===== config.mk =====
export PLATFORM = sky130hd
export DESIGN_NAME = byte_bit_branch_exec
export DESIGN_NICKNAME = d
export VERILOG_FILES = /design/src/design/core_exec_pkg.sv /design/src/design/byte_adder.sv /design/src/design/byte_bit_branch_exec.sv
export VERILOG_INCLUDE_DIRS = /design/src /design/src/design
export SDC_FILE = /design/constraint.sdc
export NUM_CORES = 1
export LEC_CHECK = 0
export BUFFER_PORTS_ARGS = -buffer_cell sky130_fd_sc_hd__buf_2
export CORE_ASPECT_RATIO = 0.75
export CORE_MARGIN = 1
export CORE_UTILIZATION = 43
export CTS_BUF_LIST = sky130_fd_sc_hd__clkbuf_16
export CTS_CLUSTER_SIZE = 30
export DETAILED_ROUTE_END_ITERATION = 12
export PLACE_DENSITY = 0.75
export SYNTH_ARGS = -nofsm -noshare
export SYNTH_HDL_FRONTEND = slang
export SYNTH_HIERARCHICAL = 1
export SYNTH_SLANG_ARGS = --single-unit

===== constraint.sdc =====
create_clock -name sys_clk -period 3.7 [get_ports sys_clk]
set_input_delay 0.185 -clock sys_clk [delete_from_list [all_inputs] [get_ports sys_clk]]
set_output_delay 0.185 -clock sys_clk [all_outputs]
set_load 0.02 [all_outputs]

===== src/design/core_exec_regs.svh =====
// register offsets, field positions, reset values and encodings of the execute block
// assumes: included by bare name from the design files and the testbench
`ifndef CORE_EXEC_REGS_SVH
`define CORE_EXEC_REGS_SVH

// ---------------------------------------------------------------
// register byte offsets on the bus
// ---------------------------------------------------------------
`define OFS_CTRL 8'h00
`define OFS_WREG 8'h04
`define OFS_BANK 8'h08
`define OFS_PTR2 8'h0c
`define OFS_STATUS 8'h10
`define OFS_PC 8'h14
`define OFS_INSTR 8'h18

// ---------------------------------------------------------------
// field positions
// ---------------------------------------------------------------
`define CTRL_RUN 0
`define CTRL_EXT 1
`define ST_C 0
`define ST_DC 1
`define ST_Z 2
`define ST_OV 3
`define ST_N 4

// ---------------------------------------------------------------
// reset values
// ---------------------------------------------------------------
`define RST_CTRL 2'h0
`define RST_BYTE 8'h00
`define RST_BANK 4'h0
`define RST_PTR2 12'h000
`define RST_STATUS 5'h00
`define RST_PC 16'h0000
`define RST_INSTR 16'hffff

// ---------------------------------------------------------------
// addressing figures and the set-all data value
// ---------------------------------------------------------------
`define IDX_LIMIT 8'h5f
`define ACC_HI_BANK 4'hf
`define PC_STEP 16'h0002
`define SET_ALL 8'hff

`endif


===== src/design/core_exec_pkg.sv =====
// types shared by the execute block
// assumes: nothing, not even the regs header
package core_exec_pkg;

	// gray codes along Q1 -> Q2 -> Q3 -> Q4 -> Q1
	typedef enum logic [1:0] {
		PH_Q1 = 2'b00,
		PH_Q2 = 2'b01,
		PH_Q3 = 2'b11,
		PH_Q4 = 2'b10
	} phase_t;

	typedef enum logic [2:0] {
		OP_NOP,
		OP_ADD_LIT,
		OP_ADD_REG,
		OP_BIT_SET,
		OP_SET_ALL,
		OP_BRANCH
	} op_t;

endpackage : core_exec_pkg


===== src/design/byte_adder.sv =====
// 8-bit adder with the five arithmetic flags
// assumes: purely combinational, used by the execute block
`timescale 1ns/100ps
`include "core_exec_regs.svh"
module byte_adder (
	input wire logic [7:0] a,
	input wire logic [7:0] b,
	output logic [7:0] sum,
	output logic [4:0] flags
);
	logic [8:0] full;
	logic [4:0] low;

	always_comb begin
		full = {1'b0, a} + {1'b0, b};
		low = {1'b0, a[3:0]} + {1'b0, b[3:0]};
		sum = full[7:0];
		flags = '0;
		flags[`ST_C] = full[8];
		flags[`ST_DC] = low[4];
		flags[`ST_Z] = (full[7:0] == 8'h00);
		// overflow: both operands share a sign the sum does not
		flags[`ST_OV] = (a[7] == b[7]) && (full[7] != a[7]);
		flags[`ST_N] = full[7];
	end

endmodule : byte_adder


===== src/design/byte_bit_branch_exec.sv =====
// decode and execute for the add, bit-set, set-all and relative branch subset
// assumes: program memory answers prog_addr within one clock; data memory reads combinationally
//
// The AHB-Lite interface to the registers and the register addresses are this design's own decisions.
`timescale 1ns/100ps
`include "core_exec_regs.svh"

// Overview of operation
// - add accumulator to register sums working and addressed register, updates flags, one cycle
// - destination bit 0 writes working register, bit 1 writes addressed register
// - access bit 0 uses access bank, 1 uses bank select register
// - indexed mode when access bit 0, extension on, and register field at most 95
// - branch loads counter plus 2 plus twice signed offset, second cycle idle
// - bit set forces chosen bit to one, flags unchanged, one cycle
// - indexed add reads pointer plus literal, result routed by destination bit
// - indexed bit set targets byte at pointer plus literal offset
// - indexed set-all writes all ones at pointer plus literal, flags unchanged
module byte_bit_branch_exec (
	input wire logic sys_clk,
	input wire logic reset_n,
	input wire logic clk_en,
	input wire logic hsel,
	input wire logic [31:0] haddr,
	input wire logic [1:0] htrans,
	input wire logic hwrite,
	input wire logic [2:0] hsize,
	input wire logic [31:0] hwdata,
	input wire logic hready,
	output logic hreadyout,
	output logic hresp,
	output logic [31:0] hrdata,
	output logic [15:0] prog_addr,
	input wire logic [15:0] prog_data,
	output logic [11:0] data_addr,
	input wire logic [7:0] data_rdata,
	output logic [7:0] data_wdata,
	output logic data_we
);
	// ---------------------------------------------------------------
	// state
	// ---------------------------------------------------------------
	core_exec_pkg::phase_t phase_r;
	core_exec_pkg::phase_t phase_nxt;
	core_exec_pkg::op_t op;
	logic [1:0] ctrl_r;
	logic [7:0] wreg_r;
	logic [3:0] bank_r;
	logic [11:0] ptr2_r;
	logic [4:0] status_r;
	logic [15:0] pc_r;
	logic [15:0] pc_nxt;
	logic [15:0] instr_r;
	logic [7:0] opnd_r;
	logic [11:0] data_addr_r;
	logic [7:0] data_wdata_r;
	logic data_we_r;
	logic idle_cycle_r;
	logic ap_valid_r;
	logic ap_write_r;
	logic [7:0] ap_addr_r;
	logic [31:0] hrdata_r;
	logic run;
	logic step;
	logic bus_wr;
	logic ap_take;
	logic [7:0] add_b;
	logic [7:0] sum;
	logic [4:0] sum_flags;
	logic [7:0] result;
	logic to_mem;
	logic to_wreg;
	logic [7:0] bit_mask;

	// ---------------------------------------------------------------
	// functions
	// ---------------------------------------------------------------
	function automatic core_exec_pkg::op_t decode_op(input logic [15:0] iw);
		core_exec_pkg::op_t o;
		o = core_exec_pkg::OP_NOP;
		if (iw[15:8] == 8'h0f)
			o = core_exec_pkg::OP_ADD_LIT;
		else if (iw[15:10] == 6'b001001)
			o = core_exec_pkg::OP_ADD_REG;
		else if (iw[15:12] == 4'b1000)
			o = core_exec_pkg::OP_BIT_SET;
		else if (iw[15:9] == 7'b0110100)
			o = core_exec_pkg::OP_SET_ALL;
		else if (iw[15:11] == 5'b11010)
			o = core_exec_pkg::OP_BRANCH;
		return o;
	endfunction : decode_op

	function automatic logic is_indexed(input logic [15:0] iw, input logic ext);
		return !iw[8] && ext && (iw[7:0] <= `IDX_LIMIT);
	endfunction : is_indexed

	// data address of a byte or bit operand
	function automatic logic [11:0] eff_addr(input logic [15:0] iw, input logic [3:0] bank,
		input logic [11:0] ptr2, input logic ext);
		logic [11:0] ea;
		if (is_indexed(iw, ext))
			ea = ptr2 + {4'h0, iw[7:0]};
		else if (iw[8])
			ea = {bank, iw[7:0]};
		else if (iw[7])
			ea = {`ACC_HI_BANK, iw[7:0]};
		else
			ea = {4'h0, iw[7:0]};
		return ea;
	endfunction : eff_addr

	function automatic logic [31:0] read_mux(input logic [7:0] a, input logic [1:0] ctrl,
		input logic [7:0] w, input logic [3:0] b, input logic [11:0] f2, input logic [4:0] st,
		input logic [15:0] pc, input logic [15:0] iw);
		logic [31:0] v;
		v = 32'h0000_0000;
		unique case (a)
			`OFS_CTRL: v = {30'h0, ctrl};
			`OFS_WREG: v = {24'h0, w};
			`OFS_BANK: v = {28'h0, b};
			`OFS_PTR2: v = {20'h0, f2};
			`OFS_STATUS: v = {27'h0, st};
			`OFS_PC: v = {16'h0, pc};
			`OFS_INSTR: v = {16'h0, iw};
			default: v = 32'h0000_0000;
		endcase
		return v;
	endfunction : read_mux

	// ---------------------------------------------------------------
	// bus slave: zero wait, okay only; stalls while the clock enable is low
	// ---------------------------------------------------------------
	assign hreadyout = clk_en;
	assign hresp = 1'b0;
	assign hrdata = hrdata_r;
	assign ap_take = hsel && htrans[1] && hready;
	assign bus_wr = clk_en && ap_valid_r && ap_write_r;

	always_ff @(posedge sys_clk or negedge reset_n) begin
		if (!reset_n) begin
			ap_valid_r <= 1'b0;
			ap_write_r <= 1'b0;
			ap_addr_r <= 8'h00;
			hrdata_r <= 32'h0000_0000;
		end else if (clk_en) begin
			ap_valid_r <= ap_take;
			ap_write_r <= hwrite;
			ap_addr_r <= {haddr[7:2], 2'b00};
			// read data sampled at the address phase; whole-word transfers only
			if (ap_take && !hwrite)
				hrdata_r <= read_mux({haddr[7:2], 2'b00}, ctrl_r, wreg_r, bank_r, ptr2_r,
					status_r, pc_r, instr_r);
		end
	end

	always_ff @(posedge sys_clk or negedge reset_n) begin
		if (!reset_n)
			ctrl_r <= `RST_CTRL;
		else if (bus_wr && ap_addr_r == `OFS_CTRL)
			ctrl_r <= hwdata[1:0];
	end

	always_ff @(posedge sys_clk or negedge reset_n) begin
		if (!reset_n) begin
			bank_r <= `RST_BANK;
			ptr2_r <= `RST_PTR2;
		end else if (bus_wr) begin
			if (ap_addr_r == `OFS_BANK)
				bank_r <= hwdata[3:0];
			if (ap_addr_r == `OFS_PTR2)
				ptr2_r <= hwdata[11:0];
		end
	end

	// ---------------------------------------------------------------
	// phase sequencer
	// ---------------------------------------------------------------
	assign run = ctrl_r[`CTRL_RUN];
	assign step = clk_en && run;

	always_comb begin
		unique case (phase_r)
			core_exec_pkg::PH_Q1: phase_nxt = core_exec_pkg::PH_Q2;
			core_exec_pkg::PH_Q2: phase_nxt = core_exec_pkg::PH_Q3;
			core_exec_pkg::PH_Q3: phase_nxt = core_exec_pkg::PH_Q4;
			core_exec_pkg::PH_Q4: phase_nxt = core_exec_pkg::PH_Q1;
		endcase
	end

	always_ff @(posedge sys_clk or negedge reset_n) begin
		if (!reset_n)
			phase_r <= core_exec_pkg::PH_Q1;
		else if (step)
			phase_r <= phase_nxt;
	end

	// ---------------------------------------------------------------
	// decode and operand fetch
	// ---------------------------------------------------------------
	assign prog_addr = pc_r;
	assign op = idle_cycle_r ? core_exec_pkg::OP_NOP : decode_op(instr_r);

	always_ff @(posedge sys_clk or negedge reset_n) begin
		if (!reset_n) begin
			instr_r <= `RST_INSTR;
			data_addr_r <= 12'h000;
			opnd_r <= `RST_BYTE;
		end else if (step) begin
			if (phase_r == core_exec_pkg::PH_Q1) begin
				instr_r <= prog_data;
				data_addr_r <= eff_addr(prog_data, bank_r, ptr2_r, ctrl_r[`CTRL_EXT]);
			end
			if (phase_r == core_exec_pkg::PH_Q2)
				opnd_r <= data_rdata;
		end
	end

	// ---------------------------------------------------------------
	// data processing
	// ---------------------------------------------------------------
	assign add_b = (op == core_exec_pkg::OP_ADD_LIT) ? instr_r[7:0] : opnd_r;
	assign bit_mask = 8'h01 << instr_r[11:9];

	byte_adder u_adder (
		.a(wreg_r),
		.b(add_b),
		.sum(sum),
		.flags(sum_flags)
	);

	always_comb begin
		result = sum;
		to_mem = 1'b0;
		to_wreg = 1'b0;
		unique case (op)
			core_exec_pkg::OP_ADD_LIT: to_wreg = 1'b1;
			core_exec_pkg::OP_ADD_REG: begin
				to_mem = instr_r[9];
				to_wreg = !instr_r[9];
			end
			core_exec_pkg::OP_BIT_SET: begin
				result = opnd_r | bit_mask;
				to_mem = 1'b1;
			end
			core_exec_pkg::OP_SET_ALL: begin
				result = `SET_ALL;
				to_mem = 1'b1;
			end
			default: result = sum;
		endcase
	end

	// ---------------------------------------------------------------
	// write phase
	// ---------------------------------------------------------------
	assign data_addr = data_addr_r;
	assign data_wdata = data_wdata_r;
	assign data_we = data_we_r;

	always_ff @(posedge sys_clk or negedge reset_n) begin
		if (!reset_n) begin
			data_we_r <= 1'b0;
			data_wdata_r <= `RST_BYTE;
		end else if (step) begin
			data_we_r <= (phase_r == core_exec_pkg::PH_Q3) && to_mem;
			if (phase_r == core_exec_pkg::PH_Q3)
				data_wdata_r <= result;
		end
	end

	// the core update wins over a bus write landing in the same cycle
	always_ff @(posedge sys_clk or negedge reset_n) begin
		if (!reset_n)
			wreg_r <= `RST_BYTE;
		else if (step && phase_r == core_exec_pkg::PH_Q4 && to_wreg)
			wreg_r <= sum;
		else if (bus_wr && ap_addr_r == `OFS_WREG)
			wreg_r <= hwdata[7:0];
	end

	always_ff @(posedge sys_clk or negedge reset_n) begin
		if (!reset_n)
			status_r <= `RST_STATUS;
		else if (step && phase_r == core_exec_pkg::PH_Q4 && (op == core_exec_pkg::OP_ADD_LIT
			|| op == core_exec_pkg::OP_ADD_REG))
			status_r <= sum_flags;
		else if (bus_wr && ap_addr_r == `OFS_STATUS)
			status_r <= hwdata[4:0];
	end

	always_comb begin
		if (op == core_exec_pkg::OP_BRANCH)
			pc_nxt = pc_r + `PC_STEP + {{4{instr_r[10]}}, instr_r[10:0], 1'b0};
		else if (idle_cycle_r)
			pc_nxt = pc_r;
		else
			pc_nxt = pc_r + `PC_STEP;
	end

	always_ff @(posedge sys_clk or negedge reset_n) begin
		if (!reset_n) begin
			pc_r <= `RST_PC;
			idle_cycle_r <= 1'b0;
		end else if (step && phase_r == core_exec_pkg::PH_Q4) begin
			pc_r <= pc_nxt;
			idle_cycle_r <= (op == core_exec_pkg::OP_BRANCH);
		end else if (bus_wr && ap_addr_r == `OFS_PC) begin
			pc_r <= {hwdata[15:1], 1'b0};
		end
	end

	// ---------------------------------------------------------------
	// checks
	// ---------------------------------------------------------------
	property p_phase_walk;
		@(posedge sys_clk) disable iff (!reset_n)
		(step && phase_r == core_exec_pkg::PH_Q1) ##1 clk_en [*3] |-> phase_r == core_exec_pkg::PH_Q4;
	endproperty
	a_phase_walk: assert property (p_phase_walk) else $error("phases did not walk q1 to q4");

	property p_branch_target;
		@(posedge sys_clk) disable iff (!reset_n)
		(step && phase_r == core_exec_pkg::PH_Q4 && op == core_exec_pkg::OP_BRANCH)
		|=> pc_r == $past(pc_r) + 16'h0002 + {{4{instr_r[10]}}, instr_r[10:0], 1'b0} && idle_cycle_r;
	endproperty
	a_branch_target: assert property (p_branch_target) else $error("branch target wrong");

	property p_idle_quiet;
		@(posedge sys_clk) disable iff (!reset_n)
		idle_cycle_r |-> !data_we && !(step && phase_r == core_exec_pkg::PH_Q4 && to_wreg);
	endproperty
	a_idle_quiet: assert property (p_idle_quiet) else $error("idle branch cycle did work");

	property p_dest_wreg;
		@(posedge sys_clk) disable iff (!reset_n)
		(step && phase_r == core_exec_pkg::PH_Q3 && op == core_exec_pkg::OP_ADD_REG && !instr_r[9])
		|=> !data_we && wreg_r == $past(wreg_r);
	endproperty
	a_dest_wreg: assert property (p_dest_wreg) else $error("d=0 add wrote memory");

	property p_indexed_addr;
		@(posedge sys_clk) disable iff (!reset_n)
		(phase_r == core_exec_pkg::PH_Q2 && is_indexed(instr_r, ctrl_r[`CTRL_EXT]))
		|-> data_addr == ptr2_r + {4'h0, instr_r[7:0]};
	endproperty
	a_indexed_addr: assert property (p_indexed_addr) else $error("indexed address wrong");

	property p_banked_addr;
		@(posedge sys_clk) disable iff (!reset_n)
		(phase_r == core_exec_pkg::PH_Q2 && instr_r[8]) |-> data_addr == {bank_r, instr_r[7:0]};
	endproperty
	a_banked_addr: assert property (p_banked_addr) else $error("banked address wrong");

	property p_bit_set;
		@(posedge sys_clk) disable iff (!reset_n)
		(step && phase_r == core_exec_pkg::PH_Q3 && op == core_exec_pkg::OP_BIT_SET)
		|=> data_we && data_wdata == ($past(opnd_r) | (8'h01 << $past(instr_r[11:9])));
	endproperty
	a_bit_set: assert property (p_bit_set) else $error("bit set data wrong");

	property p_set_all;
		@(posedge sys_clk) disable iff (!reset_n)
		(step && phase_r == core_exec_pkg::PH_Q3 && op == core_exec_pkg::OP_SET_ALL)
		|=> data_we && data_wdata == 8'hff && status_r == $past(status_r);
	endproperty
	a_set_all: assert property (p_set_all) else $error("set-all data wrong");

	property p_add_lit;
		@(posedge sys_clk) disable iff (!reset_n)
		(step && phase_r == core_exec_pkg::PH_Q4 && op == core_exec_pkg::OP_ADD_LIT)
		|=> wreg_r == $past(wreg_r) + $past(instr_r[7:0]) && status_r[`ST_Z] == (wreg_r == 8'h00);
	endproperty
	a_add_lit: assert property (p_add_lit) else $error("literal add wrong");

	property p_add_mem;
		@(posedge sys_clk) disable iff (!reset_n)
		(data_we && op == core_exec_pkg::OP_ADD_REG) |-> data_wdata == wreg_r + opnd_r;
	endproperty
	a_add_mem: assert property (p_add_mem) else $error("register add sum wrong");

endmodule : byte_bit_branch_exec


==> summary.md, run 1 <==
| Metric | Value |
|---|---|
| Outcome | `finished, final reports clean` |
| Synth area leaders | `dfrtp_1, mux2_2, ha_1, dfstp_2, o21ai_0` |
| GRT Total Usage | `25.3%` |
| Fmax | `276 MHz` |
| Rows | `41` |
| Worst EP arrival | `3960 ps` |
| CTS tree | `built` |
| Hold Violations, Final | `0` |
| Top_reg_cell synth | `dfrtp_1` |
| Distinct cells, synth | `76` |
| DRT antenna net count | `0` |
| Antenna fix cells | `0` |
| Gate count after technology mapping | `795` |
| Via count | `6712` |
| Power density cells | `437 nW/µm²` |
| RSZ-0062 raised after global routing | `yes` |
| Final Cell Area | `9280 µm²` |
| Routed WL | `22000 µm` |
| Placer Congestion | `0.938` |
| Seq/Total Area, Yosys | `39.2%` |
| Worst Setup End Kind | `flop` |
| Lkg Pwr | `0.00449 µW` |
| CP max stage cell | `dfstp_2` |
| Async set-reset flop share out of synthesis | `100%` |
| Chip height | `117 µm` |
| Fin Hold WS | `6.69 ps` |
| Setup violators final | `0` |
| Synth-to-Final Area Change | `22.4%` |
| First-pass GRT wire length | `34600 µm` |
| Worst setup SP type | `flop` |
| Top-count cell post-synth | `dfrtp_1` |
| Antenna violations before repair | `0` |
| Post-CTS setup buffer count | `0` |
| Crit path cell chain | `nand4bb_1 -> or4_4 -> nor2_4 -> buf_6 -> mux2_2 -> ha_2 -> inv_1 -> fa_2 -> nor2b_2 -> o21a_1 -> or3_4 -> a2111oi_4 -> buf_4 -> nor4b_4 -> nand2_1 -> o21ai_1` |
| Tot Pwr | `4050 µW` |
| Width of the die | `155 µm` |
| Pins over their slew limit | `0` |
| Worst-case vdd ir drop | `362 µV` |
| Fin crit period | `3620 ps` |
| Avg Cell Area, Syn | `9.54 µm²` |
| Clock Tree Root | `clkbuf_16` |
| Layout cells sized above 1 | `27.9%` |
| Iter 0 DRT Violations | `648` |
| Clk slew on worst S/H paths | `50 ps` |
| Synth Register Bits | `118` |
| Most common library cells after synthesis | `dfrtp_1, nand2_1, nor2_1` |
| Area leader, netlist | `dfrtp_1` |
| Maximum root-to-sink buffer count | `2` |
| Wire per inst | `18.7 µm` |
| Placed inst area | `8440 µm²` |
| Largest net degree at the start of global routing | `71` |
| Hold Path Class | `input pin to flop` |
| Fin nets | `1068` |
| DRC | `0` |
| Vias in the first global route | `6298` |
| Final period utilization | `97.8%` |
| Least-Margin Pin Slew | `998 ps` |
| Total of max-cap violations | `0` |
| Crit-path max cell delay | `570 ps` |
| Post-synth EDFFs | `0` |
| Drt first pass iters | `5` |
| Clock Latency Late Sink | `420 ps` |
| Number of H-tree levels | `4` |
| Number of port buffers | `105` |
| Num CTS Buffers | `17` |
| Post-layout util | `54.5%` |
| DR vias/cell | `5.69` |
| Crit-path max FO | `4` |
| Die area | `18200 µm²` |
| Setup ws final | `80.2 ps` |
| Type of the worst setup path | `flop to flop` |
| Core ar. | `17000 µm²` |
| WP data required | `4040 ps` |
| Dpl hpwl | `16500 µm` |
| Yosys warns | `6` |
| Share of the synthesized area in the top cell type | `33.7%` |
| Total grt overflow | `0` |
| IO Pins | `170` |
| Initial core utilization | `44.5%` |
| Fillers | `1525` |
| CTS sink count | `118` |
| Layout Skew | `9.82 ps` |
| Post-Syn Area | `7580 µm²` |
| Slew headroom | `33.0%` |
| Setup Slack @ Placement | `-49.1 ps` |
worst max-delay path: cells and delay by family (launching register included):
kind | cells | cell delay [ps]
multiplexers | 1 | 330
buffers and inverters | 3 | 350
AO/OA/AOI/OAI | 3 | 560
adder cells (fa/ha/maj) | 2 | 390
flip-flops | 1 | 570
AND/OR/NAND/NOR | 7 | 1350
cells by family (layout without fill, tap and decap cells):
family | count (synthesis) | in the layout | share of synthesized area, %
AND/OR/NAND/NOR | 241 | 241 | 16.3
multiplexers | 78 | 78 | 11.4
adder cells (fa/ha/maj) | 38 | 38 | 6.57
XOR/XNOR | 33 | 33 | 3.81
AO/OA/AOI/OAI | 217 | 217 | 18.0
other | 1 | 18 | 0.0495
buffers and inverters | 69 | 201 | 4.69
flip-flops | 118 | 118 | 39.2
report_power, final:
part / total, µW / internal, µW / switching (µW)
Sequential: 1530 / 1420 / 106
Clock: 1780 / 1180 / 601
Combinational: 741 / 310 / 430
Total: 4050 / 2910 / 1140
worst paths after layout:
kind	start	end	slack, ps	cells past startpoint
max	instr_r[8]	status_r[2]	80	16
min	prog_data[13]	instr_r[13]	7	2
max reg2reg	instr_r[8]	status_r[2]	80	16
min reg2reg	hrdata[2]	hrdata[2]	470	1
max in group asynchronous	reset_n	instr_r[10]	2330	3
min in group asynchronous	reset_n	data_addr[3]	440	2
routing by layer:
layer / share of wire [%] / global-route usage [%] / up-vias
met3: 9.3 / 7.36 / 22
met1: 46 / 35.8 / 3250
met2: 43 / 37.9 / 290
met4: 1.3 / 6.47 / 0
met5: 0 / 0 / -
li1: - / - / 3150
area by class of cell:
| type | instances | area (µm²) | area share, % |
|---|---|---|---|
| inverter | 19 | 71.3 | 0.769 |
| clock inverter | 15 | 210 | 2.27 |
| timing repair buffer | 150 | 917 | 9.88 |
| sequential | 118 | 2970 | 32.0 |
| tap | 236 | 295 | 3.18 |
| multi-input combinational | 625 | 4390 | 47.3 |
| clock buffer | 17 | 425 | 4.58 |
layout by cell type (no fill, tap or decap), types with 14 or more instances in the layout:
cell           count
a21o_1            14
a21oi_1           57
buf_2            104
buf_4             30
clkbuf_16         17
conb_1            18
dfrtp_1          102
dfstp_2           16
dlygate4sd3_1     14
ha_1              33
inv_1             19
mux2_2            55
mux2i_1           22
nand2_1           70
nor2_1            62
nor3_1            15
o21ai_0           58
xnor2_1           23
flip-flops by register name, summed over array words and instances (netlist names):
register / count
data_addr: 12
ap_addr_r: 6
ap_write_r: 1
hrdata: 16
status_r: 5
ctrl_r: 2
instr_r: 16
wreg_r: 8
ptr2_r: 12
opnd_r: 8
data_wdata: 8
bank_r: 4
prog_addr: 15
data_we: 1
ap_valid_r: 1
idle_cycle_r: 1
phase_r: 2
timing repair:
action | CTS | global route
resized for setup | 2 | 15
hold buffers | 14 | 0
cloned | 0 | 0
pin swaps | 1 | 1
setup endpoints to repair | 1 | 5
endpoints found under the hold margin | 77 | 0
metrics by stage:
step,instances,TNS [ps]
CTS,1180,0
floorplan,812,0
finish,1180,0
global route,1180,-60.5
detailed placement,1134,-49.1
global placement,1134,-0.197
No activity file was read; power rests on OpenSTA's default activity.
==> run 2: changes to the inputs <==
--- a/config.mk
+++ b/config.mk
@@ -7,13 +7,13 @@
 export NUM_CORES = 1
 export LEC_CHECK = 0
 export BUFFER_PORTS_ARGS = -buffer_cell sky130_fd_sc_hd__buf_2
-export CORE_ASPECT_RATIO = 0.75
+export CORE_ASPECT_RATIO = 1.2
 export CORE_MARGIN = 1
 export CORE_UTILIZATION = 43
 export CTS_BUF_LIST = sky130_fd_sc_hd__clkbuf_16
 export CTS_CLUSTER_SIZE = 30
 export DETAILED_ROUTE_END_ITERATION = 12
-export PLACE_DENSITY = 0.75
+export PLACE_DENSITY = 0.73
 export SYNTH_ARGS = -nofsm -noshare
 export SYNTH_HDL_FRONTEND = slang
 export SYNTH_HIERARCHICAL = 1
==> constraint.sdc (replaced) <==
create_clock -name sys_clk -period 4.1 [get_ports sys_clk]
set_input_delay 0.205 -clock sys_clk [delete_from_list [all_inputs] [get_ports sys_clk]]
set_output_delay 0.205 -clock sys_clk [all_outputs]
set_load 0.02 [all_outputs]
==> summary.md, run 2 (synthesis gave the netlist of run 1 again) <==
| Metric | Value |
|---|---|
| Outcome | `finished, final reports clean` |
| Largest net degree at the start of global routing | `53 (-25%)` |
| Flop pwr share | `40.8% (+3.1 points)` |
| Die area | `18200 µm² (about the same)` |
| Vias in the first global route | `6373 (+1.2%)` |
| DRC | `0 (unchanged)` |
| Clock Latency Late Sink | `420 ps (about the same)` |
| Dpl hpwl | `15900 µm (-3.5%)` |
| Int Pwr | `2350 µW (-19%)` |
| Final period utilization | `93.3% (-4.5 points)` |
| Crit-path max FO | `9 (+5)` |
| Iter 0 DRT Violations | `583 (-10%)` |
| Power density cells | `386 nW/µm² (-12%)` |
| Switching pwr | `1050 µW (-8.0%)` |
| Total grt overflow | `0 (unchanged)` |
| Worst-case vdd ir drop | `237 µV (-34%)` |
| Synth-to-Final Area Change | `16.3%` |
| Antenna violations before repair | `1 (+1)` |
| RSZ-0062 raised after global routing | `no` |
| Clock share of power | `41.6% (-2.4 points)` |
| CTS tree | `built` |
| Total of max-cap violations | `0 (unchanged)` |
| Layout Skew | `7.45 ps (-2.37 ps)` |
| DR vias/cell | `5.84 (+2.6%)` |
| Chip height | `147 µm (+26%)` |
| DRT antenna net count | `0 (unchanged)` |
| Type of the worst setup path | `flop to flop` |
| Crit-path max cell delay | `620 ps (+50 ps)` |
| Hold Path Class | `input pin to flop` |
| Worst Setup End Kind | `flop` |
| Core ar. | `17000 µm² (about the same)` |
| Setup violators final | `0 (unchanged)` |
| Worst EP arrival | `4150 ps (+190 ps)` |
| IO Pins | `170 (unchanged)` |
| First-pass GRT wire length | `33400 µm (-3.4%)` |
| CP max stage cell | `dfstp_2` |
| Commonest non-fill, non-tap cells in the layout | `buf_2, dfrtp_1, nand2_1, nor2_1, o21ai_0` |
| CTS sink count | `118 (unchanged)` |
| Number of port buffers | `105 (unchanged)` |
| Slew headroom | `29.2% (-3.8 points)` |
| Placer Congestion | `0.928 (-0.99%)` |
| Lkg Pwr | `0.00427 µW (-4.9%)` |
| Worst setup SP type | `flop` |
| Layout cells sized above 1 | `25.7% (-2.2 points)` |
| Crit path cell chain | `nand4bb_1 -> or4_4 -> nor2_1 -> buf_4 -> mux2_2 -> ha_1 -> o21ai_0 -> nor3_1 -> nor4_1 -> a211o_1 -> nor4b_2 -> nand2_1 -> o21ai_0` |
| Clk slew on worst S/H paths | `60 ps (about the same)` |
| Routed WL | `21200 µm (-3.8%)` |
| Tot Pwr | `3400 µW (-16%)` |
| Pins over their slew limit | `0 (unchanged)` |
| Most common cell after layout, fill and taps aside | `buf_2` |
| Fin crit period | `3830 ps (+207 ps)` |
| Width of the die | `123 µm (-21%)` |
| Fmax | `261 MHz (-5.4%)` |
| Num CTS Buffers | `17 (unchanged)` |
| Wire per inst | `18.8 µm (+0.66%)` |
| Drt first pass iters | `8 (+3)` |
| Maximum root-to-sink buffer count | `2 (unchanged)` |
| Hold Violations, Final | `0 (unchanged)` |
| Rows | `52 (+27%)` |
| Setup TNS | `0 ps (unchanged)` |
| Initial core utilization | `44.5% (about the same)` |
| WP data required | `4430 ps (+390 ps)` |
| Fin nets | `1035 (-3.1%)` |
| Least-Margin Pin Slew | `1050 ps (+56.4 ps)` |
| Via count | `6585 (-1.9%)` |
| Logic pwr share | `17.6% (-0.7 points)` |
| GRT Total Usage | `24.2% (-1.1 points)` |
| Number of H-tree levels | `4 (unchanged)` |
| Clock Tree Root | `clkbuf_16` |
| Most frequent cell on the critical path | `o21ai_0` |
| Post-CTS setup buffer count | `0 (unchanged)` |
| Net Sw Frac | `30.8% (+2.7 points)` |
[run 2: path summary, 6_finish.rpt]
check | from | end | slack (ps) | cells past startpoint
setup / recovery | instr_r[8] | status_r[2] | 270 | 13
hold / removal | prog_data[11] | instr_r[11] | 10 | 3
setup reg to reg | instr_r[8] | status_r[2] | 270 | 13
hold reg to reg | hrdata[12] | hrdata[12] | 470 | 2
max in group asynchronous | reset_n | instr_r[9] | 2770 | 3
min in group asynchronous | reset_n | data_addr[2] | 360 | 2
[run 2: power groups by stage]
stage | clock network (µW) | registers [µW] | logic (µW)
after CTS | 1430 | 1390 | 597
after global routing | 1470 | 1400 | 664
after floorplan | 0 | 1420 | 352
after global placement | 0 | 1400 | 582
after detailed placement | 0 | 1400 | 593
final | 1410 | 1390 | 600
[run 2: through the flow]
stage	cell area (µm²)	setup WS, ps	std cells	utilization, %	hold slack [ps]
6_report	8820	273	1128	51.7	11.7
2_1_floorplan	7650	536	812	-	-90.6
4_1_cts	8810	273	1127	51.7	6.80
3_3_place_gp	8250	345	1094	48.4	276
5_1_grt	8820	68.5	1127	51.7	12.0
3_5_place_dp	8250	306	1094	48.4	280
[run 2: final cells by class]
| type | count | area [µm²] |
|---|---|---|
| Fill cell | 1575 | 8230 |
| Multi-Input combinational cell | 625 | 4330 |
| Sequential cell | 118 | 2970 |
| Timing Repair Buffer | 117 | 621 |
| Clock buffer | 17 | 425 |
| Tap cell | 216 | 270 |
| Clock inverter | 15 | 130 |
| Inverter | 19 | 71.3 |
| Antenna cell | 1 | 2.50 |
[run 2: critical path: cells and delay by family (launching register included)]
| family | cells | cell delay [ps] |
|---|---|---|
| compound gates | 3 | 580 |
| buf+inv | 1 | 220 |
| simple gates | 7 | 1640 |
| flops | 1 | 620 |
| fa+ha+maj | 1 | 350 |
| mux | 1 | 340 |
[run 2: what timing repair did]
item                                   4_1_cts  5_1_grt
endpoints found under the hold margin       49        0
hold buffers                                 1        0
resized for setup                            0        0
[run 2: metal layers]
metal,GRT usage [%],vias up,part of all wire (%)
met5,0,-,0
met4,10.3,0,3.2
met3,4.94,48,6.2
met2,39.6,247,49
met1,30.7,3204,42
li1,-,3086,-
==> run 3: changes to the inputs <==
--- a/config.mk
+++ b/config.mk
@@ -6,14 +6,15 @@
 export SDC_FILE = /design/constraint.sdc
 export NUM_CORES = 1
 export LEC_CHECK = 0
+export ABC_AREA = 1
 export BUFFER_PORTS_ARGS = -buffer_cell sky130_fd_sc_hd__buf_2
 export CORE_ASPECT_RATIO = 1.2
 export CORE_MARGIN = 1
 export CORE_UTILIZATION = 43
 export CTS_BUF_LIST = sky130_fd_sc_hd__clkbuf_16
-export CTS_CLUSTER_SIZE = 30
+export CTS_CLUSTER_SIZE = 16
 export DETAILED_ROUTE_END_ITERATION = 12
-export PLACE_DENSITY = 0.73
+export PLACE_DENSITY = 0.72
 export SYNTH_ARGS = -nofsm -noshare
 export SYNTH_HDL_FRONTEND = slang
 export SYNTH_HIERARCHICAL = 1
==> summary.md, run 3 <==
| Metric | Value |
|---|---|
| First-pass GRT wire length | `39000 µm (+17%)` |
| Total grt overflow | `0 (unchanged)` |
| Post-synth EDFFs | `0 (unchanged)` |
| Clock Latency Late Sink | `420 ps (about the same)` |
| Synth-to-Final Area Change | `16.7%` |
| Yosys warns | `6 (unchanged)` |
| Worst setup SP type | `flop` |
| Worst-case vdd ir drop | `307 µV (+29%)` |
| Grt met3 use | `4.05% (-0.89 points)` |
| Avg Cell Area, Syn | `7.12 µm² (-25%)` |
| Min-delay src | `haddr[7]` |
| Lkg Pwr | `0.00502 µW (+17%)` |
| Gate count after technology mapping | `1130 (+42%)` |
| Clock Tree Root | `clkbuf_16` |
| Met1 GRT Util | `33.5% (+2.9 points)` |
| Fillers | `1790 (+14%)` |
| Synth area leaders | `dfrtp_1, nand2_1, inv_1, o21ai_0, ha_1` |
| Die area | `19300 µm² (+6.0%)` |
| Top_reg_cell synth | `dfrtp_1` |
| Worst EP arrival | `3730 ps (-420 ps)` |
| IO Pins | `170 (unchanged)` |
| Layout Skew | `8.66 ps (+1.21 ps)` |
| Post-Syn Area | `8050 µm² (+6.1%)` |
| Worst Setup End Kind | `flop` |
| Iter 0 DRT Violations | `682 (+17%)` |
| Slew headroom | `41.5% (+12 points)` |
| Commonest non-fill, non-tap cells in the layout | `nand2_1, inv_1, buf_2, dfrtp_1, o21ai_0` |
| Setup TNS | `0 ps (unchanged)` |
| DRC | `0 (unchanged)` |
| Number of port buffers | `105 (unchanged)` |
| Final Cell Area | `9390 µm² (+6.5%)` |
| Met2 usage | `44.2% (+4.6 points)` |
| GRT Total Usage | `26.3% (+2.2 points)` |
| Largest net degree at the start of global routing | `64 (+21%)` |
| Total of max-cap violations | `0 (unchanged)` |
| WP data required | `4460 ps (+30 ps)` |
| Top Usage Layer GRT | `met2` |
| Crit-path max FO | `19 (+10)` |
| Clk slew on worst S/H paths | `60 ps (about the same)` |
| DRT antenna net count | `0 (unchanged)` |
| Least-Margin Pin Slew | `877 ps (-178 ps)` |
| R2R depth | `20 (+7)` |
| Via count | `7956 (+21%)` |
| Maximum root-to-sink buffer count | `2 (unchanged)` |
| Dpl hpwl | `19200 µm (+21%)` |
| Width of the die | `127 µm (+3.0%)` |
| Fin crit period | `3370 ps (-455 ps)` |
| Fin nets | `1374 (+33%)` |
| Reg-to-reg startpoint | `instr_r[10]` |
| Vias in the first global route | `7474 (+17%)` |
| Share of the synthesized area in the top cell type | `31.7% (-1.9 points)` |
| Area leader, netlist | `dfrtp_1` |
| Rows | `54 (+3.8%)` |
| Antenna fix cells | `0 (-1)` |
| Core ar. | `18200 µm² (+7.0%)` |
| Synth Register Bits | `118 (unchanged)` |
| RSZ-0062 raised after global routing | `no` |
| Number of H-tree levels | `4 (unchanged)` |
| Seq/Total Area, Yosys | `36.9% (-2.3 points)` |
| Tot Pwr | `4570 µW (+34%)` |
| Worst Hold Path EP | `ap_addr_r[7]` |
| Placer Congestion | `0.906 (-2.4%)` |
| Placed inst area | `8700 µm² (+5.5%)` |
| Drt first pass iters | `5 (-3)` |
| Fmax | `297 MHz (+13%)` |
| FF-to-FF End | `status_r[2]` |
| Setup violators final | `0 (unchanged)` |
| Type of the worst setup path | `flop to flop` |
| Async set-reset flop share out of synthesis | `100% (unchanged)` |
| Outcome | `finished, final reports clean` |
| Most common library cells after synthesis | `nand2_1, inv_1, dfrtp_1` |
| R2R setup slack | `730 ps (+450 ps)` |
| Final period utilization | `82.2% (-11 points)` |
| Chip height | `152 µm (+3.0%)` |
| Most common cell after layout, fill and taps aside | `nand2_1` |
| Routed WL | `24800 µm (+17%)` |
| CTS tree | `built` |
| Antenna violations before repair | `0 (-1)` |
| Top-count cell post-synth | `nand2_1` |
| Hold depth | `3 (unchanged)` |
| Hold Violations, Final | `0 (unchanged)` |
| DR vias/cell | `5.40 (-7.5%)` |
| Wire per inst | `16.8 µm (-10%)` |
| Hold Path Class | `input pin to flop` |
| Distinct cells, synth | `46 (-39%)` |
| Post-cts sizing count | `0 (unchanged)` |
| Num CTS Buffers | `17 (unchanged)` |
| Layout cells sized above 1 | `14.9% (-11 points)` |
| Pins over their slew limit | `0 (unchanged)` |
| Power density cells | `487 nW/µm² (+26%)` |
| CTS sink count | `118 (unchanged)` |
| Initial core utilization | `44.1% (-0.37 points)` |
[run 3: worst max-delay path: stages, from the launching register on]
cell     delay [ps]
dfstp_2         690
inv_1           180
nand2_1         100
nor2_1           50
nand3_1          70
nand2_1          70
nand2_1         160
nand4_4         260
o21ai_0         250
ha_1            220
inv_1            60
fa_1            380
inv_1           100
nand3_1          90
nand3_1          90
nand2_1         100
nor2_1          150
nand2_1          80
nor2_2           80
nand2_1          50
nand3_1          70
[run 3: cells by family after synthesis]
logic type / after synthesis / share of synthesized area (%)
AO/OA/AOI/OAI: 231 / 16.1
XOR/XNOR: 16 / 1.74
adder cells (fa/ha/maj): 38 / 6.19
buffers and inverters: 196 / 10.2
flip-flops: 118 / 36.9
multiplexers: 8 / 1.12
other: 1 / 0.0466
AND/OR/NAND/NOR: 522 / 27.6
[run 3: stage by stage]
step	setup slack (ps)	hold slack, ps	utilization, %	instances
after floorplan	1130	-90.6	-	1147
after global placement	813	340	47.7	1437
after detailed placement	777	340	47.7	1437
after CTS	741	0.0657	51.5	1474
after global routing	425	11.4	51.5	1474
final	728	0.743	51.5	1474
[run 3: area by class of cell]
type | instances | area [µm²] | share of cell area (%)
Clock buffer | 17 | 425 | 4.53
Clock inverter | 15 | 211 | 2.25
Inverter | 152 | 571 | 6.08
Multi-Input combinational cell | 833 | 4310 | 45.9
Sequential cell | 118 | 2970 | 31.7
Tap cell | 224 | 280 | 2.98
Timing Repair Buffer | 115 | 616 | 6.56
[run 3: worst max path at each step]
stage	startpoint	to
finish	instr_r[10]	status_r[2]
global route	instr_r[10]	wreg_r[6]
CTS	instr_r[10]	status_r[2]
detailed placement	instr_r[10]	status_r[2]
global placement	instr_r[10]	status_r[2]
floorplan	instr_r[10]	status_r[2]
[run 3: timing repair]
action	CTS	global route
buffers inserted	0	0
hold buffers	5	0
endpoints found under the hold margin	57	0
[run 3: per-layer routing]
layer / vias to the layer above / share of wire (%)
met1: 3731 / 42
met4: 0 / 3.7
li1: 3899 / -
met5: - / 0
met3: 61 / 5.4
met2: 265 / 49
[run 3: report_power, final]
| group | switching (µW) | internal (µW) |
|---|---|---|
| Sequential | 130 | 1300 |
| Combinational | 1010 | 508 |
| Clock | 563 | 1070 |
| Total | 1700 | 2870 |
